[config.mk]
export PLATFORM = sky130hd
export DESIGN_NAME = tsm_ctrl
export DESIGN_NICKNAME = d
export VERILOG_FILES = /design/src/pkg/tsm_pkg.sv /design/src/verilog/tsm_ctrl.sv
export SDC_FILE = /design/constraint.sdc
export NUM_CORES = 1
export LEC_CHECK = 0
export BUFFER_PORTS_ARGS = -buffer_cell sky130_fd_sc_hd__buf_2
export CAP_MARGIN = 10
export CORE_MARGIN = 2
export CORE_UTILIZATION = 55
export CTS_CLUSTER_SIZE = 10
export DETAILED_ROUTE_END_ITERATION = 12
export PLACE_DENSITY = 0.75
export SLEW_MARGIN = 20
export SYNTH_ARGS = -nofsm -noshare
export SYNTH_HDL_FRONTEND = slang
export SYNTH_SLANG_ARGS = --single-unit
[constraint.sdc]
create_clock -name clk_sys -period 3.5 [get_ports clk_sys]
set_input_delay 0.35 -clock clk_sys [delete_from_list [all_inputs] [get_ports clk_sys]]
set_output_delay 0.35 -clock clk_sys [all_outputs]
set_load 0.005 [all_outputs]
[src/pkg/tsm_pkg.sv]
// tsm_pkg: constants and types for the timer slave-mode trigger controller
package tsm_pkg;

    // ---------------------------------------------------------------
    // widths
    // ---------------------------------------------------------------
    localparam int CNT_W  = 16;
    localparam int ADDR_W = 4;
    localparam int DATA_W = 32;

    // ---------------------------------------------------------------
    // register offsets (byte addresses)
    // ---------------------------------------------------------------
    localparam logic [ADDR_W-1:0] OFS_CTRL   = 4'h0;
    localparam logic [ADDR_W-1:0] OFS_SLAVE  = 4'h4;
    localparam logic [ADDR_W-1:0] OFS_CHAN   = 4'h8;
    localparam logic [ADDR_W-1:0] OFS_STATUS = 4'hC;

    // ---------------------------------------------------------------
    // control register fields
    // ---------------------------------------------------------------
    localparam int B_CEN  = 0;
    localparam int B_URS  = 1;
    localparam int B_XOR  = 2;
    localparam int B_CC_CONTROL_PRELOAD = 3;
    localparam int B_CC_CONTROL_UPDATE_SELECT = 4;
    localparam int B_TIE  = 5;
    localparam int B_TDE  = 6;
    localparam int F_MMS  = 8;   // 3 bits
    localparam int F_CH2_OUTPUT_MODE = 12;  // 3 bits
    localparam int F_ARR  = 16;  // 16 bits

    // ---------------------------------------------------------------
    // slave register fields
    // ---------------------------------------------------------------
    localparam int F_SMS  = 0;   // 3 bits
    localparam int F_TS   = 4;   // 3 bits
    localparam int F_ETF  = 8;   // 4 bits
    localparam int F_EXT_TRIGGER_PRESCALER = 12;  // 2 bits
    localparam int B_ETP  = 14;
    localparam int B_ECE  = 15;
    localparam int F_CMP2 = 16;  // 16 bits

    // ---------------------------------------------------------------
    // channel register fields
    // ---------------------------------------------------------------
    localparam int F_CH1_DIRECTION_SELECT = 0;   // 2 bits
    localparam int F_CH2_DIRECTION_SELECT = 2;   // 2 bits
    localparam int B_CH1_POLARITY = 4;
    localparam int B_CH2_POLARITY = 5;
    localparam int F_CH1_INPUT_FILTER = 8;   // 4 bits

    // status bits (write one to clear flag)
    localparam int B_TIF  = 0;
    localparam int B_RUN  = 1;
    localparam int F_CAP  = 16;

    // ---------------------------------------------------------------
    // encodings
    // ---------------------------------------------------------------
    localparam logic [2:0] SMS_RESET = 3'h4;
    localparam logic [2:0] SMS_GATED = 3'h5;
    localparam logic [2:0] SMS_TRIG  = 3'h6;
    localparam logic [2:0] TS_CH1    = 3'h5;
    localparam logic [2:0] TS_CH2    = 3'h6;
    localparam logic [2:0] TS_ETR    = 3'h7;
    localparam logic [2:0] MMS_OC2   = 3'h5;
    localparam logic [2:0] OCM_PWM2  = 3'h7;
    localparam logic [1:0] CCS_OUT   = 2'h0;
    localparam logic [1:0] CCS_OWN   = 2'h1;
    localparam logic [1:0] CCS_TRC   = 2'h3;
    localparam logic [3:0] FILT_NONE = 4'h0;
    localparam logic [1:0] PSC_OFF   = 2'h0;

    localparam logic [DATA_W-1:0] CTRL_RST  = 32'hFFFF0000;
    localparam logic [DATA_W-1:0] ZERO_W    = 32'h00000000;
    localparam logic [CNT_W-1:0]  CNT_ZERO  = 16'h0000;
    localparam logic [CNT_W-1:0]  CNT_ONE   = 16'h0001;
    localparam logic [3:0]        FCNT_ZERO = 4'h0;
    localparam logic [3:0]        FCNT_ONE  = 4'h1;

    // state of the counter enable sequencer
    typedef enum logic [1:0] {TSM_IDLE, TSM_RUN} tsm_run_t;

endpackage

[src/verilog/tsm_ctrl.sv]
// tsm_ctrl: slave-mode trigger controller of a general-purpose timer
//
// Design decisions made here: the strobed register port and the address map.
`timescale 1ns/100ps
`default_nettype none

module tsm_ctrl (
    // clock and reset
    input  wire logic                       clk_sys,
    input  wire logic                       nrst,
    // register port
    input  wire logic [tsm_pkg::ADDR_W-1:0] reg_addr,
    input  wire logic [tsm_pkg::DATA_W-1:0] reg_wdata,
    input  wire logic                       reg_wr,
    input  wire logic                       reg_rd,
    output logic      [tsm_pkg::DATA_W-1:0] reg_rdata,
    // timer pins
    input  wire logic                       ch1_pin,
    input  wire logic                       ch2_pin,
    input  wire logic                       ch3_pin,
    input  wire logic                       external_trigger_pin,
    // event outputs
    output logic                            trigger_irq,
    output logic                            trigger_dma,
    output logic                            update_event,
    output logic                            commutation_event,
    output logic                            master_trigger_out,
    output logic      [tsm_pkg::CNT_W-1:0]  count_out
);
    import tsm_pkg::*;

    // ---------------------------------------------------------------
    // registers
    // ---------------------------------------------------------------
    logic [DATA_W-1:0] ctrl_q, ctrl_d;
    logic [DATA_W-1:0] slv_q, slv_d;
    logic [DATA_W-1:0] chn_q, chn_d;
    logic [DATA_W-1:0] rdata_q, rdata_d;
    logic              tif_q, tif_d;
    logic [CNT_W-1:0]  cap_q, cap_d;

    // synchronisers and filters
    logic [1:0]        s1_q, s1_d;
    logic [1:0]        s2_q, s2_d;
    logic [1:0]        se_q, se_d;
    logic              f1_q, f1_d;
    logic              f2_q, f2_d;
    logic              fe_q, fe_d;
    logic [3:0]        c1_q, c1_d;
    logic [3:0]        ce_q, ce_d;
    logic [2:0]        ep_q, ep_d;      // etr prescaler count
    logic              slave_trigger_in_q, slave_trigger_in_d;
    logic              etrp_q, etrp_d;

    // counter
    logic [CNT_W-1:0]  cnt_q, cnt_d;
    logic [CNT_W-1:0]  arr_q, arr_d;
    logic [CNT_W-1:0]  cmp_q, cmp_d;
    tsm_run_t          st_q, st_d;
    logic              irq_q, irq_d;
    logic              dma_q, dma_d;
    logic              uev_q, uev_d;
    logic              com_q, com_d;
    logic              master_trigger_out_q, master_trigger_out_d;
    logic              oc2_q, oc2_d;
    logic              gate_q, gate_d;

    // combinational helpers
    logic              ti1_raw, ti1fp, ti2fp, etr_s;
    logic              slave_trigger_in, trig_rise, trig_fall, trig_evt;
    logic              ext_tick, tick, etr_edge;
    logic              en, gate_now;
    logic [2:0]        slave_mode_select, ts;

    // decoded fields of the slave register
    assign slave_mode_select = slv_q[F_SMS +: 3];
    assign ts  = slv_q[F_TS +: 3];

    // xor of the three channel pins or channel 1 alone
    assign ti1_raw = ctrl_q[B_XOR] ? (ch1_pin ^ ch2_pin ^ ch3_pin)
                                   : ch1_pin;

    // ---------------------------------------------------------------
    // input conditioning
    // ---------------------------------------------------------------
    // two-stage resync, then a sample-count filter (ch1 and etr only), then polarity
    always_comb begin
        s1_d = {s1_q[0], ti1_raw};
        s2_d = {s2_q[0], ch2_pin};
        se_d = {se_q[0], external_trigger_pin};
        f1_d = f1_q;
        c1_d = FCNT_ZERO;
        if (s1_q[1] == f1_q || chn_q[F_CH1_INPUT_FILTER +: 4] == FILT_NONE) begin
            f1_d = s1_q[1];
        end else begin
            c1_d = c1_q + FCNT_ONE;
            if (c1_d >= chn_q[F_CH1_INPUT_FILTER +: 4]) begin
                f1_d = s1_q[1];
            end
        end
        f2_d = s2_q[1];
        fe_d = fe_q;
        ce_d = FCNT_ZERO;
        if (se_q[1] == fe_q || slv_q[F_ETF +: 4] == FILT_NONE) begin
            fe_d = se_q[1];
        end else begin
            ce_d = ce_q + FCNT_ONE;
            if (ce_d >= slv_q[F_ETF +: 4]) begin
                fe_d = se_q[1];
            end
        end
    end

    assign ti1fp = f1_q ^ chn_q[B_CH1_POLARITY];
    assign ti2fp = f2_q ^ chn_q[B_CH2_POLARITY];
    assign etr_s = fe_q ^ slv_q[B_ETP];
    // trigger source chosen each cycle from conditioned inputs
    assign slave_trigger_in  = (ts == TS_CH1) ? ti1fp :
                   (ts == TS_CH2) ? ti2fp :
                   (ts == TS_ETR) ? etr_s : 1'b0;
    assign trig_rise = slave_trigger_in & ~slave_trigger_in_q;
    assign trig_fall = ~slave_trigger_in & slave_trigger_in_q;
    // reset mode on ch1 with xor on detects both edges: any xor toggle restarts
    // pin to counter: two sync stages, filter flop; the edge is decoded combinationally
    assign trig_evt  = (ts == TS_CH1 && slave_mode_select == SMS_RESET &&
                        ctrl_q[B_XOR]) ? (trig_rise | trig_fall)
                                       : trig_rise;

    // etr edge and prescaler (00 passes every edge, else 1 in 2^n)
    // a three-bit edge count lets prescaler 11 pass one edge in 8
    assign etr_edge = etr_s & ~etrp_q;
    always_comb begin
        ep_d   = ep_q;
        etrp_d = etr_s;
        slave_trigger_in_d = slave_trigger_in;
        if (etr_edge) begin
            ep_d = ep_q + 3'h1;
        end
    end
    assign ext_tick = etr_edge &&
                      (slv_q[F_EXT_TRIGGER_PRESCALER +: 2] == PSC_OFF ||
                       (ep_q & ((3'h1 << slv_q[F_EXT_TRIGGER_PRESCALER +: 2]) - 3'h1)) == 3'h0);
    // external clock mode 2: etr clocks counter, else internal
    assign tick = slv_q[B_ECE] ? ext_tick : 1'b1;

    // ---------------------------------------------------------------
    // slave mode control and counter
    // ---------------------------------------------------------------
    always_comb begin
        ctrl_d = ctrl_q;
        st_d   = st_q;
        cnt_d  = cnt_q;
        arr_d  = arr_q;
        cmp_d  = cmp_q;
        cap_d  = cap_q;
        // software clear first, so a hardware set below wins
        tif_d  = tif_q;
        if (reg_wr && reg_addr == OFS_STATUS && reg_wdata[B_TIF]) begin
            tif_d = 1'b0;
        end
        uev_d  = 1'b0;
        com_d  = 1'b0;
        gate_d = gate_q;
        gate_now = 1'b1;
        case (slave_mode_select)
            SMS_RESET: begin
                if (trig_evt) begin
                    cnt_d = CNT_ZERO;
                    tif_d = 1'b1;
                    cap_d = cnt_q;
                    if (!ctrl_q[B_URS]) begin
                        uev_d = 1'b1;
                        arr_d = ctrl_q[F_ARR +: CNT_W];
                        cmp_d = slv_q[F_CMP2 +: CNT_W];
                    end
                end
            end
            SMS_GATED: begin
                gate_now = slave_trigger_in;
                gate_d   = slave_trigger_in & ctrl_q[B_CEN];
                if (gate_d != gate_q) begin
                    tif_d = 1'b1;
                end
            end
            SMS_TRIG: begin
                if (trig_rise) begin
                    ctrl_d[B_CEN] = 1'b1;
                    tif_d = 1'b1;
                end
            end
            default: ;
        endcase
        // gated mode needs the software enable as well
        en = ctrl_q[B_CEN] & gate_now;
        st_d = en ? TSM_RUN : TSM_IDLE;
        // wrap at auto-reload; a reset-mode trigger that cycle wins
        if (en && tick && !(slave_mode_select == SMS_RESET && trig_evt)) begin
            if (cnt_q >= arr_q) begin
                cnt_d = CNT_ZERO;
                uev_d = 1'b1;
                arr_d = ctrl_q[F_ARR +: CNT_W];
                cmp_d = slv_q[F_CMP2 +: CNT_W];
            end else begin
                cnt_d = cnt_q + CNT_ONE;
            end
        end
        // commutation on trigger rise when control preload and update select are on
        if (ctrl_q[B_CC_CONTROL_PRELOAD] && ctrl_q[B_CC_CONTROL_UPDATE_SELECT] && trig_rise) begin
            com_d = 1'b1;
        end
        // control write; a hardware enable set that cycle still wins
        if (reg_wr && reg_addr == OFS_CTRL) begin
            ctrl_d = reg_wdata;
            if (slave_mode_select == SMS_TRIG && trig_rise) begin
                ctrl_d[B_CEN] = 1'b1;
            end
        end
    end

    // ---------------------------------------------------------------
    // outputs and register read
    // ---------------------------------------------------------------
    always_comb begin
        // slave and channel setup writes
        slv_d = slv_q;
        chn_d = chn_q;
        if (reg_wr && reg_addr == OFS_SLAVE) begin
            slv_d = reg_wdata;
        end
        if (reg_wr && reg_addr == OFS_CHAN) begin
            chn_d = reg_wdata;
        end
        // pwm mode 2: reference high once count reaches compare
        oc2_d = (chn_q[F_CH2_DIRECTION_SELECT +: 2] == CCS_OUT &&
                 ctrl_q[F_CH2_OUTPUT_MODE +: 3] == OCM_PWM2) ?
                (cnt_q >= cmp_q) : 1'b0;
        master_trigger_out_d = (ctrl_q[F_MMS +: 3] == MMS_OC2) ? oc2_q
                                                 : 1'b0;
        // irq follows the flag; dma pulses only on a fresh set
        irq_d = tif_d & ctrl_q[B_TIE];
        dma_d = (tif_d & ~tif_q) & ctrl_q[B_TDE];
        // read data stand for one cycle, zero otherwise
        rdata_d = ZERO_W;
        if (reg_rd) begin
            case (reg_addr)
                OFS_CTRL:   rdata_d = ctrl_q;
                OFS_SLAVE:  rdata_d = slv_q;
                OFS_CHAN:   rdata_d = chn_q;
                OFS_STATUS: begin
                    rdata_d[B_TIF] = tif_q;
                    rdata_d[B_RUN] = (st_q == TSM_RUN);
                    rdata_d[F_CAP +: CNT_W] = cap_q;
                end
                default:    rdata_d = ZERO_W;
            endcase
        end
    end

    // ---------------------------------------------------------------
    // state registers
    // ---------------------------------------------------------------
    // resync stages and input filters
    always_ff @(posedge clk_sys) begin
        if (!nrst) begin
            s1_q   <= 2'h0;
            s2_q   <= 2'h0;
            se_q   <= 2'h0;
            f1_q   <= 1'b0;
            f2_q   <= 1'b0;
            fe_q   <= 1'b0;
            c1_q   <= FCNT_ZERO;
            ce_q   <= FCNT_ZERO;
        end else begin
            s1_q   <= s1_d;
            s2_q   <= s2_d;
            se_q   <= se_d;
            f1_q   <= f1_d;
            f2_q   <= f2_d;
            fe_q   <= fe_d;
            c1_q   <= c1_d;
            ce_q   <= ce_d;
        end
    end

    // etr prescaler count and edge detector history
    always_ff @(posedge clk_sys) begin
        if (!nrst) begin
            ep_q   <= 3'h0;
            slave_trigger_in_q <= 1'b0;
            etrp_q <= 1'b0;
        end else begin
            ep_q   <= ep_d;
            slave_trigger_in_q <= slave_trigger_in_d;
            etrp_q <= etrp_d;
        end
    end

    // counter, flag, shadow values and control register
    always_ff @(posedge clk_sys) begin
        if (!nrst) begin
            ctrl_q <= CTRL_RST;
            st_q   <= TSM_IDLE;
            cnt_q  <= CNT_ZERO;
            arr_q  <= CTRL_RST[F_ARR +: CNT_W];
            cmp_q  <= CNT_ZERO;
            cap_q  <= CNT_ZERO;
            tif_q  <= 1'b0;
            uev_q  <= 1'b0;
            com_q  <= 1'b0;
            gate_q <= 1'b0;
        end else begin
            ctrl_q <= ctrl_d;
            st_q   <= st_d;
            cnt_q  <= cnt_d;
            arr_q  <= arr_d;
            cmp_q  <= cmp_d;
            cap_q  <= cap_d;
            tif_q  <= tif_d;
            uev_q  <= uev_d;
            com_q  <= com_d;
            gate_q <= gate_d;
        end
    end

    // setup registers, output flops and read data
    always_ff @(posedge clk_sys) begin
        if (!nrst) begin
            slv_q   <= ZERO_W;
            chn_q   <= {30'h0, CCS_OWN};
            oc2_q   <= 1'b0;
            master_trigger_out_q  <= 1'b0;
            irq_q   <= 1'b0;
            dma_q   <= 1'b0;
            rdata_q <= ZERO_W;
        end else begin
            slv_q   <= slv_d;
            chn_q   <= chn_d;
            oc2_q   <= oc2_d;
            master_trigger_out_q  <= master_trigger_out_d;
            irq_q   <= irq_d;
            dma_q   <= dma_d;
            rdata_q <= rdata_d;
        end
    end

    // outputs come straight from their flip-flops
    assign reg_rdata          = rdata_q;
    assign trigger_irq        = irq_q;
    assign trigger_dma        = dma_q;
    assign update_event       = uev_q;
    assign commutation_event  = com_q;
    assign master_trigger_out = master_trigger_out_q;
    assign count_out          = cnt_q;

endmodule

`default_nettype wire
# ---- After elaboration in Yosys (flattened, before gate mapping)
# Index checks and enable logic that the tools add are counted.
dict set report word_totals {
  register_bits 224
  input_bits 44
  output_inout_bits 53
  word_cells 157
}
dict set report op_classes {
  addsub 5
  magnitude_cmp 4
  n_eq_ne 15
  shift 1
  n_mux 44
  bitwise_logic 20
  n_reduce_logical 39
}
# operator n
set ops {}
lappend ops {{$mux 16} 14}
lappend ops {{$pmux 16 s4} 1}
lappend ops {{$pmux 14 s3} 1}
lappend ops {{$ge 16x16->1} 2}
lappend ops {{$mux 1} 26}
lappend ops {{$eq 3x3->1 const B} 8}
lappend ops {{$add 16x1->16 const B} 1}
lappend ops {{$logic_and 1x1->1} 15}
lappend ops {{$logic_not 4->1} 3}
lappend ops {{$reduce_and 2->1} 6}
lappend ops {{$reduce_bool 2->1} 6}
lappend ops {{$add 4x1->4 const B} 2}
lappend ops {{$and 1x1->1} 8}
lappend ops {{$eq 4x4->1 const B} 2}
lappend ops {{$ge 4x4->1} 2}
lappend ops {{$pmux 2 s4} 1}
lappend ops {{$not 1->1} 5}
lappend ops {{$xor 1x1->1} 5}
lappend ops {{$eq 4x3->1 const B} 1}
lappend ops {{$logic_not 2->1} 2}
lappend ops {{$reduce_or 2->1} 2}
lappend ops {{$add 3x1->3 const B} 1}
lappend ops {{$and 3x3->3} 1}
lappend ops {{$logic_not 3->1} 1}
lappend ops {{other kinds (9)} 12}

# ---- Longest topological paths before layout
# Gate-level depths: netlist of the first run.
dict set report logic_depth {
  ltp_word 13
  ltp_mapped 11
  depth_no_buf 10
}

# ---- Worst setup path before layout of the first run
# Ideal clock, no wire load.
dict set report synth_path {
  path_kind {register to register}
  start {register fe_q}
  end {register cnt_q[15], in the netlist count_out[15]}
  setup_time_ns 0.120
  arrival_ns 2.534
  required_ns 3.380
  setup_slack_ns 0.846
  stages_incl_launch_ff 11
  path_buffers 1
  period_less_slack_ns 2.654
  cell_sequence {dfxtp_1 -> xnor2_2 -> nor3b_2 -> or3_1 -> ha_1 -> nor4b_1 -> mux2i_1 -> buf_2 -> o2111a_1 -> and4_1 -> a211o_1}
}
dict set report synth_between {
  elab_chain_cells 13
  word_cells_on_any_way 22
  cone_classes {7 x mux; 7 x bitwise; 8 x reduce/logical}
}
# item line_no
set synth_rtl {}
lappend synth_rtl {{from (decl)} tsm_ctrl.sv:48} ;# logic fe_q, fe_d;
lappend synth_rtl {{from (signal assigned)} tsm_ctrl.sv:270} ;# fe_q <= 1'b0;
lappend synth_rtl {{from (signal assigned)} tsm_ctrl.sv:279} ;# fe_q <= fe_d;
lappend synth_rtl {{$xor 1x1->1 *} tsm_ctrl.sv:116} ;# assign etr_s = fe_q ^ slv_q[B_ETP];
lappend synth_rtl {{$mux 1 *} tsm_ctrl.sv:120} ;# (ts == TS_ETR) ? etr_s : 1'b0;
lappend synth_rtl {{$mux 1 *} tsm_ctrl.sv:119} ;# (ts == TS_CH2) ? ti2fp :
lappend synth_rtl {{$mux 1 *} tsm_ctrl.sv:118} ;# assign slave_trigger_in = (ts == TS_CH1) ? ti1fp :
lappend synth_rtl {{net slave_trigger_in} tsm_ctrl.sv:70} ;# logic slave_trigger_in, trig_rise, trig_fall, trig_evt;
lappend synth_rtl {{$not 1->1} tsm_ctrl.sv:122} ;# assign trig_fall = ~slave_trigger_in & slave_trigger_in_q;
lappend synth_rtl {{$and 1x1->1} tsm_ctrl.sv:122}
lappend synth_rtl {{$or 1x1->1} tsm_ctrl.sv:126} ;# ctrl_q[B_XOR]) ? (trig_rise | trig_fall)
lappend synth_rtl {{$mux 1} tsm_ctrl.sv:126}
lappend synth_rtl {{$logic_and 1x1->1} tsm_ctrl.sv:197} ;# if (en && tick && !(slave_mode_select == SMS_RESET && trig_evt)) begin
lappend synth_rtl {{$logic_not 1->1} tsm_ctrl.sv:197}
lappend synth_rtl {{$logic_and 1x1->1} tsm_ctrl.sv:197}
lappend synth_rtl {{$reduce_bool 2->1 (no source line)} --}
lappend synth_rtl {{$reduce_and 2->1 (no source line)} --}
lappend synth_rtl {{to (signal assigned)} tsm_ctrl.sv:314} ;# cnt_q <= cnt_d;
lappend synth_rtl {{to (decl)} tsm_ctrl.sv:56} ;# logic [CNT_W-1:0] cnt_q, cnt_d;
# Mark *: on every way through the listed nets, which the timed path passes. The rest lies on a longest branch.
# A chain may end at the register's enable or synchronous reset.

# ---- Final worst setup path of the first run
dict set report layout_path {
  start {register fe_q}
  end {register arr_q[14]}
}
dict set report layout_between {
  elab_chain_cells 12
  word_cells_on_any_way 22
  cone_classes {10 x mux; 7 x bitwise; 5 x reduce/logical}
}
# item line_no
set layout_rtl {}
lappend layout_rtl {{$xor 1x1->1 *} tsm_ctrl.sv:116}
lappend layout_rtl {{$mux 1 *} tsm_ctrl.sv:120}
lappend layout_rtl {{$mux 1 *} tsm_ctrl.sv:119}
lappend layout_rtl {{$mux 1 *} tsm_ctrl.sv:118}
lappend layout_rtl {{net slave_trigger_in} tsm_ctrl.sv:70}
lappend layout_rtl {{$not 1->1} tsm_ctrl.sv:122}
lappend layout_rtl {{$and 1x1->1} tsm_ctrl.sv:122}
lappend layout_rtl {{$or 1x1->1} tsm_ctrl.sv:126}
lappend layout_rtl {{$mux 1} tsm_ctrl.sv:126}
lappend layout_rtl {{$mux 16 or $logic_and 1x1->1 (tied branches)} {tsm_ctrl.sv:167, tsm_ctrl.sv:197}}
lappend layout_rtl {{$mux 16 or $logic_not 1->1 (tied branches)} {tsm_ctrl.sv:165, tsm_ctrl.sv:197}}
lappend layout_rtl {{$mux 16 or $logic_and 1x1->1 (tied branches)} {tsm_ctrl.sv:198, tsm_ctrl.sv:197}}
lappend layout_rtl {{$mux 16 *} tsm_ctrl.sv:197}
lappend layout_rtl {{to (signal assigned)} tsm_ctrl.sv:304} ;# arr_q <= CTRL_RST[F_ARR +: CNT_W];
lappend layout_rtl {{to (signal assigned)} tsm_ctrl.sv:315} ;# arr_q <= arr_d;
lappend layout_rtl {{to (decl)} tsm_ctrl.sv:57} ;# logic [CNT_W-1:0] arr_q, arr_d;
# Marked as above.

==> results of run 1 <==
-- placed cells by master (no fill, tap or decap), types with 3 or more instances in the layout --
cell / synthesis / layout
nand3_1: 26 / 26
mux2_2: 18 / 18
nor4_1: 3 / 3
a211o_1: 6 / 6
and4_1: 3 / 3
nand2_1: 274 / 274
nor3_1: 14 / 13
a21oi_1: 102 / 102
inv_1: 44 / 43
or3_1: 5 / 5
a22oi_1: 19 / 19
a2111oi_0: 4 / 4
a211oi_1: 24 / 24
dfxtp_1: 223 / 223
and2_1: 12 / 12
buf_4: 0 / 29
xor2_1: 8 / 8
o21ai_0: 15 / 15
xnor2_1: 9 / 9
nand4_1: 6 / 6
nand3b_1: 3 / 3
o211ai_1: 5 / 5
buf_2: 7 / 96
nor4b_1: 3 / 3
o21bai_1: 4 / 4
nor2_1: 104 / 104
ha_1: 45 / 45
nand2b_1: 5 / 5
clkbuf_16: 0 / 27
mux2i_1: 67 / 66
nor2b_1: 7 / 7
a21o_1: 12 / 12
and3_1: 6 / 6
clkbuf_1: 56 / 3
-- report_power, final --
part | internal, mW | switching (mW)
registers | 2.56 | 0.0170
clock network | 1.40 | 0.958
logic | 0.0651 | 0.149
total | 4.03 | 1.12
-- sequential cells by signal, indices dropped and copies added (netlist names), 2 cells and up --
signal and flops:
cmp_q 16, c1_q 4, count_out 16, ctrl_q 32, s2_q 2, s1_q 2, se_q 2, cap_q 16
ep_q 3, reg_rdata 32, slv_q 32, chn_q 32, ce_q 4, arr_q 16
-- area by class of cell --
class,count,area (sq um)
fillers,1443,6090
multi-input cells,827,4900
flip-flops and latches,223,4460
repair buffers,127,738
clock buffers,32,714
well taps,225,282
inverters,44,168
-- per-layer routing --
layer | global-route usage, % | wire length [microns] | vias to the layer above | share of wire (%)
li1 | - | - | 4094 | -
met1 | 40.0 | 11900 | 3914 | 46
met2 | 41.6 | 11300 | 329 | 44
met3 | 3.94 | 1980 | 34 | 7.7
met4 | 6.01 | 393 | 0 | 1.5
met5 | 0 | 0 | - | 0
-- Yosys cell counts (7+ instances only) --
library cell | n | area share, %
nand2_1 | 274 | 10
dfxtp_1 | 223 | 45
nor2_1 | 104 | 4.0
a21oi_1 | 102 | 5.2
mux2i_1 | 67 | 6.8
clkbuf_1 | 56 | 2.1
ha_1 | 45 | 5.7
inv_1 | 44 | 1.7
nand3_1 | 26 | 1.3
a211oi_1 | 24 | 1.8
a22oi_1 | 19 | 1.5
mux2_2 | 18 | 2.1
o21ai_0 | 15 | 0.76
nor3_1 | 14 | 0.71
a21o_1 | 12 | 0.92
and2_1 | 12 | 0.76
xnor2_1 | 9 | 0.80
xor2_1 | 8 | 0.71
buf_2 | 7 | 0.36
nor2b_1 | 7 | 0.45
-- worst min-delay path by stage --
stage / to / cells after the start
6_report: s2_q[0] / 2
5_1_grt: ctrl_q[27] / 3
4_1_cts: se_q[0] / 2
3_5_place_dp: s2_q[1] / 1
3_3_place_gp: s2_q[1] / 1
2_1_floorplan: master_trigger_out / 2
-- critical path: stages (launching register included) --
cell and delay, ns:
dfxtp_1 0.36, xnor2_2 0.29, nor3b_2 0.10, or3_1 0.41
ha_1 0.31, nor4b_1 0.46, mux2i_2 0.18, buf_4 0.24
o32a_2 0.34, buf_12 0.23, mux2i_1 0.13
-- kinds of logic (layout without fill, tap and decap cells) --
| family | after synthesis | after routing | share of synthesized area [%] |
|---|---|---|---|
| and+or+nand+nor | 479 | 479 | 20.8 |
| AOI/OAI and AO/OA | 199 | 199 | 12.5 |
| muxes | 86 | 86 | 9.05 |
| adders and majority gates | 45 | 45 | 5.73 |
| DFF | 223 | 223 | 45.5 |
| xor gates and xnor gates | 18 | 18 | 1.68 |
| buffers and inverters | 115 | 203 | 4.79 |
==> flow_metrics.env, run 1 <==
export IMPL_p_leak_nw=4.97
export IMPL_yosysWarnings=0
export IMPL_synthArstFlopShare_pct=0
export IMPL_htree_levels=1
export IMPL_routabilityCongestion=0.833
export IMPL_hpwl_microns=17100
export IMPL_grt_max_degree=65
export IMPL_synthFlopType="dfxtp_1"
export IMPL_rsz0062_at_grt="no"
export IMPL_die_area_sq_mm=0.0189
export IMPL_worst_slew_pin_slew_ns=0.911
export IMPL_ys_ff_latch=223
export IMPL_place_port_buffers=96
export IMPL_endpoint_kind="register"
export IMPL_final_instance_count_excl_fill=1478
export IMPL_r2r_slack_ns=0.29
export IMPL_fin_tns_setup_ns=0
export IMPL_dpl_cell_count=1446
export IMPL_ys_seq_area_share_pct=45.5
export IMPL_clk_pin_slew_ns=0.05
export IMPL_clock_fmax_mhz=311
export IMPL_synthesis_nets=1254
export IMPL_fin_ws_ns=0.289
export IMPL_worstReg2RegEnd="arr_q[14]"
export IMPL_via_count=8371
export IMPL_n_antenna_cell=0
export IMPL_criticalPathCategory="reg2reg"
export IMPL_worstSetupEndpoint="arr_q[14]"
export IMPL_cts_tree="built"
export IMPL_grt_pass1_wl_microns=40300
export IMPL_grt_pass1_vias=7798
export IMPL_clock_latency_ns=0.51
export IMPL_drtPass1Iterations=5
export IMPL_slew_headroom_pct=39.2
export IMPL_wl_microns=25600
export IMPL_startpoint="fe_q"
export IMPL_hold_viol=0
export IMPL_placed_area_sq_mm=0.0105
export IMPL_period_share_pct=91.7
export IMPL_layout_min_cycle_time_ns=3.21
export IMPL_clockBufferDepth=3
export IMPL_power_density_mw_per_mm2=458
export IMPL_fp_dieW_microns=138
export IMPL_io_pin_count=97
export IMPL_finish_instance_area_sq_mm=0.0113
export IMPL_cp_arrival_ns=3.59
export IMPL_min_path_type="in2reg"
export IMPL_final_layout_size_suffix_gt1_share_pct=14.8
export IMPL_synth_cell_area_sq_mm=0.00982
export IMPL_synth_cells=1165
export IMPL_r2r_start="fe_q"
export IMPL_hp_start="ch2_pin"
export IMPL_grt_ovfl_total=0
export IMPL_routedWlPerCell_microns=17.3
export IMPL_peakVddDrop_v=0.000371
export IMPL_grt_antenna_before_repair=0
export IMPL_ctsHoldBuffers=0
export IMPL_post_place_ws_ns=0.403
export IMPL_clock_sinks=223
export IMPL_design_core_area_sq_mm=0.0174
export IMPL_design_power_total_mw=5.15
export IMPL_status="finished, final reports clean"
export IMPL_cts_buffers=26
export IMPL_cp_max_fo=24
export IMPL_post_cts_buffers=0
export IMPL_grt_use_total_pct=27.0
export IMPL_syn2layout_area_growth_pct=14.7
export IMPL_cts_resized_gates=0
export IMPL_skew_ns=0.00741
export IMPL_drc_errors=0
export IMPL_synth_edf_count=0
export IMPL_setup_viol=0
export IMPL_cp_start_kind="register"
export IMPL_drv_cap=0
export IMPL_detail_route_antenna_nets=0
export IMPL_hold_slack_ns=0.0723
export IMPL_cp_required_ns=3.88
export IMPL_start_util_pct=56.6
export IMPL_die_y_microns=138
export IMPL_rows=48
export IMPL_reg2reg_depth=10
export IMPL_fin_util_pct=64.9
export IMPL_vias_per_cell=5.66
export IMPL_drv_slew=0
export IMPL_drtIter0Drc=788
export IMPL_cts_root_buffer="clkbuf_16"
export IMPL_yosys_cell_types_count=50
export IMPL_syn_avg_cell_area_sq_um=8.43
export IMPL_nets=1338
Note: power is estimated with default switching activity, not from simulation.
==> inputs of run 2 (changes only) <==
--- a/config.mk
+++ b/config.mk
@@ -8,10 +8,9 @@
 export BUFFER_PORTS_ARGS = -buffer_cell sky130_fd_sc_hd__buf_2
 export CAP_MARGIN = 10
 export CORE_MARGIN = 2
-export CORE_UTILIZATION = 55
+export CORE_UTILIZATION = 45
 export CTS_CLUSTER_SIZE = 10
 export DETAILED_ROUTE_END_ITERATION = 12
-export PLACE_DENSITY = 0.75
 export SLEW_MARGIN = 20
 export SYNTH_ARGS = -nofsm -noshare
 export SYNTH_HDL_FRONTEND = slang
==> run 2 against run 1 <==
Cell area rose by 0.21%. Register-to-register slack improved by 0.099 ns. Cell count rose by 3.6%. Flip-flop and latch count did not move. Wire length rose by 3.2%. Sequential share of layout area fell by 0.083 points. Worst setup slack improved by 0.099 ns. Hold slack got worse by 0.011 ns. Largest cell class unchanged.
==> flow_metrics.env, run 2 (synthesis results as in run 1) <==
export IMPL_wl_microns=26400
export IMPL_syn2layout_area_growth_pct=14.9
export IMPL_rows=54
export IMPL_cts_root_buffer="clkbuf_16"
export IMPL_power_density_mw_per_mm2=459
export IMPL_dpl_cell_count=1498
export IMPL_hold_viol=0
export IMPL_cp_start_kind="register"
export IMPL_slew_headroom_pct=31.8
export IMPL_nFillCells=2087
export IMPL_register_area_sq_mm=0.00446
export IMPL_setup_viol=0
export IMPL_cp_max_fo=33
export IMPL_start_util_pct=45.4
export IMPL_highest_layer="met4"
export IMPL_grt_max_degree=68
export IMPL_wl_met2_microns=11200
export IMPL_final_instance_count_excl_fill=1531
export IMPL_die_y_microns=152
export IMPL_clk_pin_slew_ns=0.06
export IMPL_clock_fmax_mhz=321
export IMPL_met1_length_microns=13100
export IMPL_final_cell_mix="nand2_1, dfxtp_1, nor2_1"
export IMPL_multi_input_area_sq_mm=0.00490
export IMPL_via_count=8236
export IMPL_final_common_cell="nand2_1"
export IMPL_cts_buffers=26
export IMPL_drv_cap=0
export IMPL_p_leak_nw=4.95
export IMPL_cp_required_ns=3.95
export IMPL_clock_sinks=223
export IMPL_final_layout_size_suffix_gt1_share_pct=14.6
export IMPL_crit_buf_inv=1
export IMPL_worst_slew_pin_slew_ns=1.02
export IMPL_criticalPathCategory="reg2reg"
export IMPL_path_delay_family="simple AND/OR/NAND/NOR gates"
export IMPL_grt_pass1_wl_microns=42000
export IMPL_grt_pass1_vias=7755
export IMPL_ctsHoldBuffers=0
export IMPL_vias_per_cell=5.38
export IMPL_min_path_type="in2reg"
export IMPL_fin_tns_setup_ns=0
export IMPL_post_cts_buffers=0
export IMPL_grt_use_total_pct=23.2
export IMPL_cp_slowest_stage_delay_ns=0.49
export IMPL_cp_arrival_ns=3.56
export IMPL_hpwl_microns=17700
export IMPL_fp_dieW_microns=152
export IMPL_drv_slew=0
export IMPL_layout_min_cycle_time_ns=3.11
export IMPL_nets=1335
export IMPL_fin_util_pct=52.2
export IMPL_clockBufferDepth=3
export IMPL_crit_path_cell_trace="xnor2_2 -> nor3b_2 -> or3_1 -> ha_1 -> nor4b_1 -> mux2i_2 -> nand3_1 -> o32a_2 -> buf_4 -> mux2i_1"
export IMPL_place_port_buffers=96
export IMPL_die_area_sq_mm=0.0230
export IMPL_clock_latency_ns=0.53
export IMPL_grt_ovfl_total=0
export IMPL_htree_levels=1
export IMPL_crit_path_top_delay_cell="buf_4"
export IMPL_rsz0062_at_grt="no"
export IMPL_endpoint_kind="register"
export IMPL_skew_ns=0.00966
export IMPL_routedWlPerCell_microns=17.2
export IMPL_cts_resized_gates=0
export IMPL_peakVddDrop_v=0.000312
export IMPL_wl_met3_microns=1630
export IMPL_period_share_pct=88.9
export IMPL_routabilityCongestion=0.828
export IMPL_design_core_area_sq_mm=0.0216
export IMPL_io_pin_count=97
export IMPL_status="finished, final reports clean"
export IMPL_grt_antenna_before_repair=0
export IMPL_drtPass1Iterations=5
export IMPL_drtIter0Drc=603
export IMPL_drc_errors=0
export IMPL_detail_route_antenna_nets=0
export IMPL_cts_tree="built"
## run 2: changes by cell type in the layout (fill, tap and decap cells not counted)
cell,delta
buf_12,-2
buf_4,-1
diode_2,+1
## run 2: tightest hold or removal path, delay by kind of cell
family        cells  cell delay [ns]
simple gates      2             0.11
buf+inv           1             0.10
## run 2: path summary, 6_finish.rpt
kind,start,endpoint,slack (ns),cells after the start
max,fe_q,arr_q[3],0.39,10
max reg2reg,fe_q,arr_q[3],0.39,10
min,reg_wdata[22],ctrl_q[22],0.06,3
min reg2reg,s1_q[0],s1_q[1],0.43,1
## run 2: metrics by stage
stage	setup WS [ns]	instance area, sq um	hold slack (ns)	power [mW]
final	0.388	11300	0.0612	5.18
after global routing	0.141	11300	0.0537	5.34
after CTS	0.385	11300	0.0469	5.22
after detailed placement	0.434	10600	0.419	2.85
after global placement	0.468	10600	0.414	2.85
after floorplan	0.846	9820	0.409	2.75
## run 2: cell type report
cell class | count | share of cell area, %
Multi-Input combinational cell | 827 | 43.4
Tap cell | 280 | 3.10
Timing Repair Buffer | 124 | 6.12
Sequential cell | 223 | 39.6
Clock buffer | 32 | 6.33
Antenna cell | 1 | 0.0222
Inverter | 44 | 1.49
## run 2: routing by layer
| metal | up-vias | GRT usage (%) |
|---|---|---|
| met5 | - | 0 |
| met2 | 239 | 34.3 |
| met1 | 3879 | 35.0 |
| li1 | 4082 | - |
| met4 | 0 | 6.16 |
| met3 | 36 | 3.59 |
## run 2: power by group
part / total, mW / switching, mW / internal [mW]
clock network: 2.39 / 0.988 / 1.40
registers: 2.58 / 0.0165 / 2.56
logic: 0.216 / 0.151 / 0.0645
total: 5.18 / 1.16 / 4.03
